**config.mk**
```make
export PLATFORM = sky130hd
export DESIGN_NAME = sfrpe_core
export DESIGN_NICKNAME = d
export VERILOG_FILES = /design/src/sfrpe_pkg.sv /design/src/sfrpe_core.sv
export SDC_FILE = /design/constraint.sdc
export NUM_CORES = 2
export LEC_CHECK = 0
export BUFFER_PORTS_ARGS = -buffer_cell sky130_fd_sc_hd__clkbuf_2
export CORE_ASPECT_RATIO = 0.8
export CORE_MARGIN = 2
export CORE_UTILIZATION = 30
export CTS_CLUSTER_SIZE = 16
export DETAILED_ROUTE_END_ITERATION = 10
export PLACE_DENSITY = 0.53
export SLEW_MARGIN = 20
export SYNTH_ARGS = -nofsm -noshare
export SYNTH_HDL_FRONTEND = slang
export SYNTH_HIERARCHICAL = 1
export SYNTH_SLANG_ARGS = --single-unit
export TNS_END_PERCENT = 100
```
**constraint.sdc**
```tcl
create_clock -name clk -period 13 [get_ports clk]
set_clock_uncertainty 0.05 [all_clocks]
set_input_delay 1.3 -clock clk [delete_from_list [all_inputs] [get_ports clk]]
set_output_delay 1.3 -clock clk [all_outputs]
set_load 0.01 [all_outputs]
```
**src/sfrpe_pkg.sv**
```systemverilog
package sfrpe_pkg;

  // ****************************************
  // Geometry
  // ****************************************
  localparam int ADDR_W       = 23;
  localparam int BYTE_W       = 8;
  localparam int PAGE_BYTES   = 256;
  localparam int PAGE_IDX_W   = 8;
  localparam int SECTOR_LSB   = 16;
  localparam int SECTOR_W     = 7;
  localparam int FIFO_DEPTH   = 16;
  localparam logic [1:0] ADDR_LAST_BYTE = 2'h2;
  localparam logic [2:0] BIT_LAST       = 3'h7;
  localparam logic [2:0] PROT_ALL_LEVEL = 3'h7;
  localparam logic [7:0] SECTOR_COUNT   = 8'h80;
  localparam logic [PAGE_IDX_W-1:0] PAGE_IDX_LAST = 8'hFF;
  // Idle levels of the clock, select and data pins, in that order.
  localparam logic [2:0] PIN_IDLE       = 3'h2;

  // ****************************************
  // Opcodes
  // ****************************************
  localparam logic [7:0] OP_FAST_READ    = 8'h0B;
  localparam logic [7:0] OP_PAGE_WRITE   = 8'h02;
  localparam logic [7:0] OP_SECTOR_CLEAR = 8'hD8;
  localparam logic [7:0] OP_WHOLE_CLEAR  = 8'hC7;
  localparam logic [7:0] OP_SIGNATURE    = 8'hAB;

  // Signature byte value is arbitrary.
  localparam logic [7:0] SIGNATURE_DEFAULT = 8'h5A;

  // ****************************************
  // Timing
  // ****************************************
  localparam int CLK_PERIOD_NS      = 4;
  localparam int PROG_TIME_NS       = 1400000;
  localparam int SECTOR_TIME_NS     = 1000000;
  localparam int WHOLE_TIME_NS      = 2000000;

  // ****************************************
  // Types
  // ****************************************
  typedef enum logic [3:0] {
    ST_OPCODE      = 4'h0,
    ST_ADDR        = 4'h1,
    ST_DUMMY       = 4'h2,
    ST_READ_OUT    = 4'h3,
    ST_PROG_DATA   = 4'h4,
    ST_SECTOR_WAIT = 4'h5,
    ST_WHOLE_WAIT  = 4'h6,
    ST_SIG_DUMMY   = 4'h7,
    ST_SIG_OUT     = 4'h8,
    ST_IGNORE      = 4'h9
  } sfrpe_state_t;

  typedef enum logic [1:0] {
    CY_IDLE  = 2'h0,
    CY_DRAIN = 2'h1,
    CY_WAIT  = 2'h2
  } sfrpe_cycle_t;

  typedef struct packed {
    logic [ADDR_W-1:0] addr;
    logic [BYTE_W-1:0] data;
  } sfrpe_wr_t;

  typedef struct packed {
    logic                whole;
    logic [SECTOR_W-1:0] sector;
  } sfrpe_erase_t;

endpackage

```
**src/sfrpe_core.sv**
```systemverilog
// Behaviour
// - Fast read takes opcode, three address bytes, one dummy byte, sampled on rising clock.
// - After the dummy byte, memory data leaves on falling clock edges from the address.
// - Read address increments per byte and rolls over to zero indefinitely.
// - Raising select ends a read at any time and releases the output.
// - Fast read is rejected while any self-timed cycle runs; the cycle continues.
// - Page write and erases need the write-unlock latch set beforehand.
// - Page write increments only the low eight address bits, wrapping within the page.
// - Beyond 256 data bytes, only the last 256 received are programmed.
// - Fewer than 256 bytes program only addressed bytes; others stay unchanged.
// - Page write runs only if select rises exactly on a data byte boundary.
// - Valid page write starts a timed cycle with busy set and unlock latch cleared.
// - Page write or sector erase into a protected area is not executed.
// - Host keeps select low for the whole write or erase sequence.
// - Sector erase is opcode plus three address bytes, select rising right after.
// - Valid sector erase starts a timed cycle, busy set, unlock latch cleared.
// - Whole erase is opcode alone with select rising right after; timed cycle follows.
// - Whole erase runs only when all three protect bits are zero.
// - The top address bit is ignored for read, page write and erase addressing.
// - Signature read takes three dummy bytes then sends the 8-bit signature on falls.
// - Continued clocking repeats the signature byte.
// - Select rising during signature read returns to standby at once.
`timescale 1ns/1ps

// ****************************************
// Word FIFO
// ****************************************
module sfrpe_fifo #(
  parameter int WIDTH = 31,
  parameter int DEPTH = 16
) (
  // Clock and reset
  input  wire logic             clk,
  input  wire logic             rst,
  // Fill side
  input  wire logic             inValid,
  output logic                  inReady,
  input  wire logic [WIDTH-1:0] inData,
  // Drain side
  output logic                  outValid,
  input  wire logic             outReady,
  output logic      [WIDTH-1:0] outData
);
  localparam int PTR_W = $clog2(DEPTH);

  logic [WIDTH-1:0] store [DEPTH];
  logic [PTR_W:0]   wrPtr;
  logic [PTR_W:0]   rdPtr;
  logic             doWrite;
  logic             doRead;

  assign inReady  = (wrPtr[PTR_W] == rdPtr[PTR_W]) || (wrPtr[PTR_W-1:0] != rdPtr[PTR_W-1:0]);
  assign outValid = wrPtr != rdPtr;
  assign outData  = store[rdPtr[PTR_W-1:0]];
  assign doWrite  = inValid & inReady;
  assign doRead   = outValid & outReady;

  always_ff @(posedge clk) begin
    if (doWrite) begin
      store[wrPtr[PTR_W-1:0]] <= inData;
    end
  end

  always_ff @(posedge clk or posedge rst) begin
    if (rst) begin
      wrPtr <= '0;
      rdPtr <= '0;
    end else begin
      if (doWrite) begin
        wrPtr <= wrPtr + 1'b1;
      end
      if (doRead) begin
        rdPtr <= rdPtr + 1'b1;
      end
    end
  end
endmodule

// ****************************************
// Command sequencer
// ****************************************
module sfrpe_core #(
  parameter int          PROG_CYCLES   = sfrpe_pkg::PROG_TIME_NS / sfrpe_pkg::CLK_PERIOD_NS,
  parameter int          SECTOR_CYCLES = sfrpe_pkg::SECTOR_TIME_NS / sfrpe_pkg::CLK_PERIOD_NS,
  parameter int          WHOLE_CYCLES  = sfrpe_pkg::WHOLE_TIME_NS / sfrpe_pkg::CLK_PERIOD_NS,
  parameter logic [7:0]  SIGNATURE     = sfrpe_pkg::SIGNATURE_DEFAULT,
  parameter int          FIFO_DEPTH    = sfrpe_pkg::FIFO_DEPTH
) (
  // Clock and reset
  input  wire logic                          clk,
  input  wire logic                          rst,
  // Serial pins
  input  wire logic                          sclkPin,
  input  wire logic                          selectN,
  input  wire logic                          mosiPin,
  output logic                               misoOut,
  output logic                               misoOeN,
  // Status bits
  input  wire logic                          writeUnlockSet,
  input  wire logic                          statusWriteBusy,
  input  wire logic [2:0]                    protectLevel,
  output logic                               writeUnlockLatch,
  output logic                               cycleBusyFlag,
  // Array read port
  output logic      [sfrpe_pkg::ADDR_W-1:0]  memRdAddr,
  input  wire logic [7:0]                    memRdData,
  // Array program stream
  output logic                               memWrValid,
  input  wire logic                          memWrReady,
  output sfrpe_pkg::sfrpe_wr_t               memWr,
  // Array erase request
  output logic                               eraseStart,
  output sfrpe_pkg::sfrpe_erase_t            eraseReq
);

  // ****************************************
  // Pin synchronisers
  // ****************************************
  logic [2:0] pinRaw;
  logic [2:0] pinMeta;
  logic [2:0] pinSync;
  logic       sclkPrev;
  logic       selPrev;

  assign pinRaw = {sclkPin, selectN, mosiPin};

  for (genvar i = 0; i < 3; i++) begin : g_sync
    always_ff @(posedge clk or posedge rst) begin
      // Synchronisers start at the idle pin levels, so no false select edge follows reset.
      if (rst) begin
        pinMeta[i] <= sfrpe_pkg::PIN_IDLE[i];
        pinSync[i] <= sfrpe_pkg::PIN_IDLE[i];
      end else begin
        pinMeta[i] <= pinRaw[i];
        pinSync[i] <= pinMeta[i];
      end
    end
  end

  always_ff @(posedge clk or posedge rst) begin
    if (rst) begin
      sclkPrev <= sfrpe_pkg::PIN_IDLE[2];
      selPrev  <= sfrpe_pkg::PIN_IDLE[1];
    end else begin
      sclkPrev <= pinSync[2];
      selPrev  <= pinSync[1];
    end
  end

  logic deselected;
  logic sclkRise;
  logic sclkFall;
  logic selRise;

  assign deselected = pinSync[1];
  assign sclkRise   = pinSync[2] & ~sclkPrev & ~deselected;
  assign sclkFall   = ~pinSync[2] & sclkPrev & ~deselected;
  assign selRise    = pinSync[1] & ~selPrev;

  // ****************************************
  // Input shifting
  // ****************************************
  sfrpe_pkg::sfrpe_state_t state;
  sfrpe_pkg::sfrpe_cycle_t cycState;
  logic [2:0]  bitCnt;
  logic [1:0]  byteCnt;
  logic [6:0]  shiftIn;
  logic [23:0] addrReg;
  logic [7:0]  opcode;
  logic [7:0]  inByte;
  logic        byteDone;
  logic        busy;

  assign inByte        = {shiftIn, pinSync[0]};
  assign byteDone      = sclkRise & (bitCnt == sfrpe_pkg::BIT_LAST);
  assign busy          = (cycState != sfrpe_pkg::CY_IDLE) | statusWriteBusy;
  assign cycleBusyFlag = busy;

  // Every bit is sampled on a rising serial clock.
  always_ff @(posedge clk or posedge rst) begin
    if (rst) begin
      bitCnt  <= '0;
      shiftIn <= '0;
    end else if (deselected) begin
      bitCnt  <= '0;
    end else if (sclkRise) begin
      bitCnt  <= bitCnt + 1'b1;
      shiftIn <= inByte[6:0];
    end
  end

  // ****************************************
  // Command decode
  // ****************************************
  logic pageStart;
  logic addrLast;

  assign addrLast  = byteDone & (state == sfrpe_pkg::ST_ADDR) & (byteCnt == sfrpe_pkg::ADDR_LAST_BYTE);
  assign pageStart = byteDone & (state == sfrpe_pkg::ST_OPCODE) & (inByte == sfrpe_pkg::OP_PAGE_WRITE)
                     & writeUnlockLatch & ~busy;

  always_ff @(posedge clk or posedge rst) begin
    if (rst) begin
      state   <= sfrpe_pkg::ST_OPCODE;
      byteCnt <= '0;
      opcode  <= '0;
      addrReg <= '0;
    end else if (deselected) begin
      state   <= sfrpe_pkg::ST_OPCODE;
      byteCnt <= '0;
    end else if (byteDone) begin
      case (state)
        sfrpe_pkg::ST_OPCODE: begin
          opcode <= inByte;
          case (inByte)
            sfrpe_pkg::OP_FAST_READ: begin
              state <= busy ? sfrpe_pkg::ST_IGNORE : sfrpe_pkg::ST_ADDR;
            end
            sfrpe_pkg::OP_PAGE_WRITE, sfrpe_pkg::OP_SECTOR_CLEAR: begin
              state <= (writeUnlockLatch & ~busy) ? sfrpe_pkg::ST_ADDR : sfrpe_pkg::ST_IGNORE;
            end
            sfrpe_pkg::OP_WHOLE_CLEAR: begin
              state <= (writeUnlockLatch & ~busy) ? sfrpe_pkg::ST_WHOLE_WAIT : sfrpe_pkg::ST_IGNORE;
            end
            sfrpe_pkg::OP_SIGNATURE: begin
              state <= sfrpe_pkg::ST_SIG_DUMMY;
            end
            default: begin
              state <= sfrpe_pkg::ST_IGNORE;
            end
          endcase
        end
        sfrpe_pkg::ST_ADDR: begin
          addrReg <= {addrReg[15:0], inByte};
          byteCnt <= byteCnt + 1'b1;
          if (byteCnt == sfrpe_pkg::ADDR_LAST_BYTE) begin
            byteCnt <= '0;
            case (opcode)
              sfrpe_pkg::OP_FAST_READ:  state <= sfrpe_pkg::ST_DUMMY;
              sfrpe_pkg::OP_PAGE_WRITE: state <= sfrpe_pkg::ST_PROG_DATA;
              default:                  state <= sfrpe_pkg::ST_SECTOR_WAIT;
            endcase
          end
        end
        sfrpe_pkg::ST_DUMMY: begin
          state <= sfrpe_pkg::ST_READ_OUT;
        end
        sfrpe_pkg::ST_SIG_DUMMY: begin
          byteCnt <= byteCnt + 1'b1;
          if (byteCnt == sfrpe_pkg::ADDR_LAST_BYTE) begin
            state <= sfrpe_pkg::ST_SIG_OUT;
          end
        end
        default: begin
          state <= state;
        end
      endcase
    end else if (sclkRise && (state == sfrpe_pkg::ST_SECTOR_WAIT || state == sfrpe_pkg::ST_WHOLE_WAIT)) begin
      state <= sfrpe_pkg::ST_IGNORE;
    end
  end

  // ****************************************
  // Page buffer
  // ****************************************
  logic [7:0]                          pageBuf [sfrpe_pkg::PAGE_BYTES];
  logic [sfrpe_pkg::PAGE_BYTES-1:0]    pageMask;
  logic [sfrpe_pkg::PAGE_IDX_W-1:0]    pageIdx;
  logic                                dataSeen;
  logic                                progWrite;

  assign progWrite = byteDone & (state == sfrpe_pkg::ST_PROG_DATA);

  // Later bytes overwrite earlier ones at the same index, so the last 256 survive.
  always_ff @(posedge clk) begin
    if (progWrite) begin
      pageBuf[pageIdx] <= inByte;
    end
  end

  always_ff @(posedge clk or posedge rst) begin
    if (rst) begin
      pageMask <= '0;
      pageIdx  <= '0;
      dataSeen <= 1'b0;
    end else if (pageStart) begin
      pageMask <= '0;
      dataSeen <= 1'b0;
    end else if (addrLast) begin
      pageIdx  <= inByte;
    end else if (progWrite) begin
      pageMask[pageIdx] <= 1'b1;
      pageIdx  <= pageIdx + 1'b1;
      dataSeen <= 1'b1;
    end
  end

  // ****************************************
  // Launch checks on select rising
  // ****************************************
  logic [7:0] protCount;
  logic       targetProtected;
  logic       startProg;
  logic       startSector;
  logic       startWhole;

  always_comb begin
    protCount = '0;
    if (protectLevel == sfrpe_pkg::PROT_ALL_LEVEL) begin
      protCount = sfrpe_pkg::SECTOR_COUNT;
    end else if (protectLevel != 3'h0) begin
      protCount = 8'h01 << (protectLevel - 3'h1);
    end
  end

  // Sector number ignores the top address bit.
  assign targetProtected = {1'b0, addrReg[sfrpe_pkg::SECTOR_LSB +: sfrpe_pkg::SECTOR_W]}
                           >= (sfrpe_pkg::SECTOR_COUNT - protCount);

  assign startProg   = selRise & (state == sfrpe_pkg::ST_PROG_DATA) & (bitCnt == 3'h0) & dataSeen
                       & ~targetProtected & ~busy;
  assign startSector = selRise & (state == sfrpe_pkg::ST_SECTOR_WAIT) & ~targetProtected & ~busy;
  assign startWhole  = selRise & (state == sfrpe_pkg::ST_WHOLE_WAIT) & (protectLevel == 3'h0)
                       & ~busy;

  // ****************************************
  // Self-timed cycle
  // ****************************************
  logic [31:0]                      timer;
  logic [sfrpe_pkg::PAGE_IDX_W-1:0] drainIdx;
  logic                             drainValid;
  logic                             drainReady;
  logic                             drainStep;
  sfrpe_pkg::sfrpe_wr_t             drainWord;

  assign drainValid = (cycState == sfrpe_pkg::CY_DRAIN) & pageMask[drainIdx];
  assign drainStep  = (cycState == sfrpe_pkg::CY_DRAIN) & (~pageMask[drainIdx] | drainReady);
  assign drainWord  = '{addr: {addrReg[sfrpe_pkg::ADDR_W-1:sfrpe_pkg::PAGE_IDX_W], drainIdx},
                        data: pageBuf[drainIdx]};

  always_ff @(posedge clk or posedge rst) begin
    if (rst) begin
      cycState <= sfrpe_pkg::CY_IDLE;
      timer    <= '0;
      drainIdx <= '0;
    end else begin
      if (timer != 32'h0) begin
        timer <= timer - 32'h1;
      end
      case (cycState)
        sfrpe_pkg::CY_IDLE: begin
          drainIdx <= '0;
          if (startProg) begin
            cycState <= sfrpe_pkg::CY_DRAIN;
            timer    <= 32'(PROG_CYCLES);
          end else if (startSector) begin
            cycState <= sfrpe_pkg::CY_WAIT;
            timer    <= 32'(SECTOR_CYCLES);
          end else if (startWhole) begin
            cycState <= sfrpe_pkg::CY_WAIT;
            timer    <= 32'(WHOLE_CYCLES);
          end
        end
        sfrpe_pkg::CY_DRAIN: begin
          if (drainStep) begin
            drainIdx <= drainIdx + 1'b1;
            if (drainIdx == sfrpe_pkg::PAGE_IDX_LAST) begin
              cycState <= sfrpe_pkg::CY_WAIT;
            end
          end
        end
        sfrpe_pkg::CY_WAIT: begin
          if (timer == 32'h0 && !memWrValid) begin
            cycState <= sfrpe_pkg::CY_IDLE;
          end
        end
        default: begin
          cycState <= sfrpe_pkg::CY_IDLE;
        end
      endcase
    end
  end

  sfrpe_fifo #(
    .WIDTH ($bits(sfrpe_pkg::sfrpe_wr_t)),
    .DEPTH (FIFO_DEPTH)
  ) u_fifo (
    .clk      (clk),
    .rst      (rst),
    .inValid  (drainValid),
    .inReady  (drainReady),
    .inData   (drainWord),
    .outValid (memWrValid),
    .outReady (memWrReady),
    .outData  (memWr)
  );

  always_ff @(posedge clk or posedge rst) begin
    if (rst) begin
      eraseStart <= 1'b0;
      eraseReq   <= '0;
    end else begin
      eraseStart <= startSector | startWhole;
      if (startSector | startWhole) begin
        eraseReq <= '{whole: startWhole, sector: addrReg[sfrpe_pkg::SECTOR_LSB +: sfrpe_pkg::SECTOR_W]};
      end
    end
  end

  // The latch drops as the cycle starts; a new unlock in the same cycle wins.
  always_ff @(posedge clk or posedge rst) begin
    if (rst) begin
      writeUnlockLatch <= 1'b0;
    end else if (writeUnlockSet) begin
      writeUnlockLatch <= 1'b1;
    end else if (startProg | startSector | startWhole) begin
      writeUnlockLatch <= 1'b0;
    end
  end

  // ****************************************
  // Output shifting
  // ****************************************
  logic [2:0] outBit;
  logic [6:0] outShift;
  logic       sending;
  logic [7:0] loadByte;

  assign sending  = sclkFall & ((state == sfrpe_pkg::ST_READ_OUT) | (state == sfrpe_pkg::ST_SIG_OUT));
  assign loadByte = (state == sfrpe_pkg::ST_READ_OUT) ? memRdData : SIGNATURE;

  always_ff @(posedge clk or posedge rst) begin
    if (rst) begin
      memRdAddr <= '0;
      outBit    <= '0;
      outShift  <= '0;
      misoOut   <= 1'b0;
      misoOeN   <= 1'b1;
    end else if (deselected) begin
      outBit    <= '0;
      misoOeN   <= 1'b1;
    end else if (addrLast) begin
      memRdAddr <= {addrReg[14:0], inByte};
    end else if (sending) begin
      misoOeN <= 1'b0;
      outBit  <= outBit + 1'b1;
      if (outBit == 3'h0) begin
        misoOut  <= loadByte[7];
        outShift <= loadByte[6:0];
        if (state == sfrpe_pkg::ST_READ_OUT) begin
          memRdAddr <= memRdAddr + 1'b1;
        end
      end else begin
        misoOut  <= outShift[6];
        outShift <= {outShift[5:0], 1'b0};
      end
    end
  end
endmodule

```
==> impl_metrics.json <==
{
  "status": "finished, final reports clean",
  "synth_area_leaders": "edfxtp_1 (66%), mux4_2 (16%), dfrtp_1 (8.9%)",
  "drc": 0,
  "p_leak_uw": 0.0423,
  "wire_per_inst_um": 27.0,
  "synth_commonest_cells": "edfxtp_1 (2544), mux4_2 (852), dfrtp_1 (413), nor2_1 (411), a21o_1 (162)",
  "rr_endpoint": "u_fifo/store[5][23]",
  "grt-ovfl-total": 0,
  "dp_slack_ps": 5680,
  "die_x_um": 700,
  "antenna_found_initial": 19,
  "finalCritPeriodShare": 0.543,
  "wirelength_mm": 301,
  "core_area_um2": 386000,
  "synth_seq_cells": 2961,
  "cap_viol_max_count": 0,
  "start_kind": "flip-flop",
  "clkSinkCount": 2961,
  "cts_hold_buf": 0,
  "die_y_um": 561,
  "nFillCells": 35900,
  "place_area_um2": 123000,
  "ir_worst_vdd_mv": 0.118,
  "avgSynthCellArea_um2": 20.9,
  "cp_max_fo": 49,
  "relSlewSlack": 0.212,
  "postCtsSetupRepairBufs": 0,
  "grt_max_degree": 212,
  "viasPerCell": 5.11,
  "ys.flop_type": "edfxtp_1",
  "setup_viol": 0,
  "die_area_um2": 393000,
  "hpwl_mm": 179,
  "synth_area_leader_cell": "edfxtp_1",
  "cts-root-buf": "clkbuf_16",
  "holdCritPathClass": "reg -> reg",
  "drt_iter0_drc": 6399,
  "reg2regPathDepth": 11,
  "insertion_delay_ps": 880,
  "num_rows": 204,
  "grt_usage": 0.150,
  "yosysWarnings": 6,
  "drv_slew": 0,
  "cts.htree.levels": 5,
  "cts_buffers": 292,
  "crit_type": "reg -> reg",
  "synth_nets": 5624,
  "seq_area_frac_synth": 0.746,
  "hold_start": "pinMeta[2]",
  "min_to": "pinSync[2]",
  "tightest_slew_ps": 1180,
  "cp.arrival_ps": 7490,
  "synthToLayoutAreaGrowth_pct": 13.9,
  "drive_above_1_share": 0.277,
  "io_buffer_count": 86,
  "nets": 5815,
  "cp.required_ps": 13430,
  "tns_ps": 0,
  "cts_resized": 0,
  "synth_cell_types": 70,
  "synth-edff-count": 2544,
  "reg2reg_from": "drainIdx[1]",
  "initial_core_util": 0.301,
  "clk_pin_slew_ps": 60,
  "hold_violations": 0,
  "synth_area_um2": 116000,
  "power_density_nw_per_um2": 153,
  "endpoint_kind": "flip-flop",
  "fin_crit_ps": 7060,
  "ff2ff_setup_slack_ps": 5940,
  "tritoncts": "yes",
  "grt_pass1_vias": 57800,
  "clockBufferDepth": 4,
  "rsz0062_at_grt": "no",
  "fin_hold_ws_ps": 303,
  "timing.fmax_ghz": 0.142,
  "design_area_um2": 133000,
  "yosysMostFrequentCell": "edfxtp_1",
  "finalPower_uw": 20200,
  "min_delay_path_depth": 0,
  "synthCells": 5579,
  "async_flop_share": 0.141,
  "num_vias": 57000,
  "grt_pass1_wl_mm": 432,
  "worst_slack_ps": 5940,
  "postRouteAntennaNets": 0,
  "dr.pass1.iters": 6,
  "gp_congestion": 0.771,
  "top_level_ports": 87,
  "yosysTopAreaCellShare": 0.657
}
-- how the worst max path moves through the flow --
stage | from | endpoint | slack (ps) | cells past startpoint
final | drainIdx[1] | u_fifo/store[5][23] | 5940 | 11
after global routing | drainIdx[1] | u_fifo/store[5][23] | 5590 | 12
after detailed placement | drainIdx[1] | u_fifo/store[2][29] | 5680 | 12
after global placement | drainIdx[1] | u_fifo/store[9][16] | 5590 | 12
after floorplan | rst | addrReg[0] | 330 | 1
after CTS | drainIdx[1] | u_fifo/store[6][23] | 5620 | 12
-- critical path: stages, from the launching register on --
cell and delay, ps:
dfrtp_4 820, buf_4 760, buf_4 690, mux4_2 360, mux2i_1 140, a22o_1 310
a32o_1 220, a22oi_1 640, a32oi_2 340, nor2_1 730, nand2_1 480, nor2_4 970
-- kinds of logic (layout without fill, tap and decap cells) --
group / after synthesis / in the layout / share of synthesized area
AOI/OAI and AO/OA: 503 / 503 / 0.0297
xor gates and xnor gates: 74 / 74 / 0.00557
adders and majority gates: 26 / 26 / 0.00280
buffers and inverters: 347 / 763 / 0.0145
DFF: 2961 / 2961 / 0.746
muxes: 948 / 948 / 0.174
other: 0 / 9 / 0
and+or+nand+nor: 720 / 720 / 0.0272
-- cells in the final DEF (no fill, tap or decap), drive strengths merged, types with 92 or more instances in the layout --
cell type / Yosys / layout
mux4: 852 / 852
buf: 174 / 132
clkinv: 0 / 92
clkbuf: 147 / 478
nor2: 411 / 411
o21a: 93 / 93
a21o: 162 / 162
edfxtp: 2544 / 2544
dfrtp: 413 / 413
nand2: 111 / 111
-- state kept, by name, indices dropped and copies added, names as in the netlist, 2 cells and up --
register      flops
u_fifo/wrPtr      5
timer            32
bitCnt            3
pageBuf        2048
addrReg          23
shiftIn           7
pinMeta           3
outShift          7
byteCnt           2
eraseReq          8
outBit            3
state             4
u_fifo/rdPtr      5
pageIdx           8
pageMask        256
drainIdx          8
u_fifo/store    496
cycState          2
opcode            8
memRdAddr        23
-- through the flow --
stage               std cells  utilization
global placement        10600        0.319
global route            11100        0.343
CTS                     11100        0.343
detailed placement      10600        0.319
finish                  11200        0.343
floorplan                5579            -
-- layer usage --
metal  track usage  share of wire  wire [µm]  up-vias
met4        0.0331          0.021       6450        4
li1              -              -          -    23300
met1         0.229           0.46     140000    31400
met2         0.224           0.45     134000     1889
met3        0.0270          0.068      20500      418
met5             0       0.000090         27        -
-- where the power goes --
group | total (µW) | internal (µW) | switching, µW
Combinational | 737 | 63.1 | 674
Clock | 8340 | 4700 | 3630
Sequential | 11200 | 11000 | 178
Total | 20200 | 15800 | 4490
-- area by class of cell --
type | count | area, µm² | share of cell area
Clock inverter | 127 | 1160 | 0.00875
Inverter | 26 | 105 | 0.000793
Timing Repair Buffer | 218 | 1730 | 0.0131
Clock buffer | 392 | 8020 | 0.0605
Antenna cell | 9 | 22.5 | 0.000170
Sequential cell | 2961 | 86900 | 0.656
Tap cell | 5150 | 6440 | 0.0486
Multi-Input combinational cell | 2271 | 28200 | 0.213
Power figures use the tool's default switching activity.
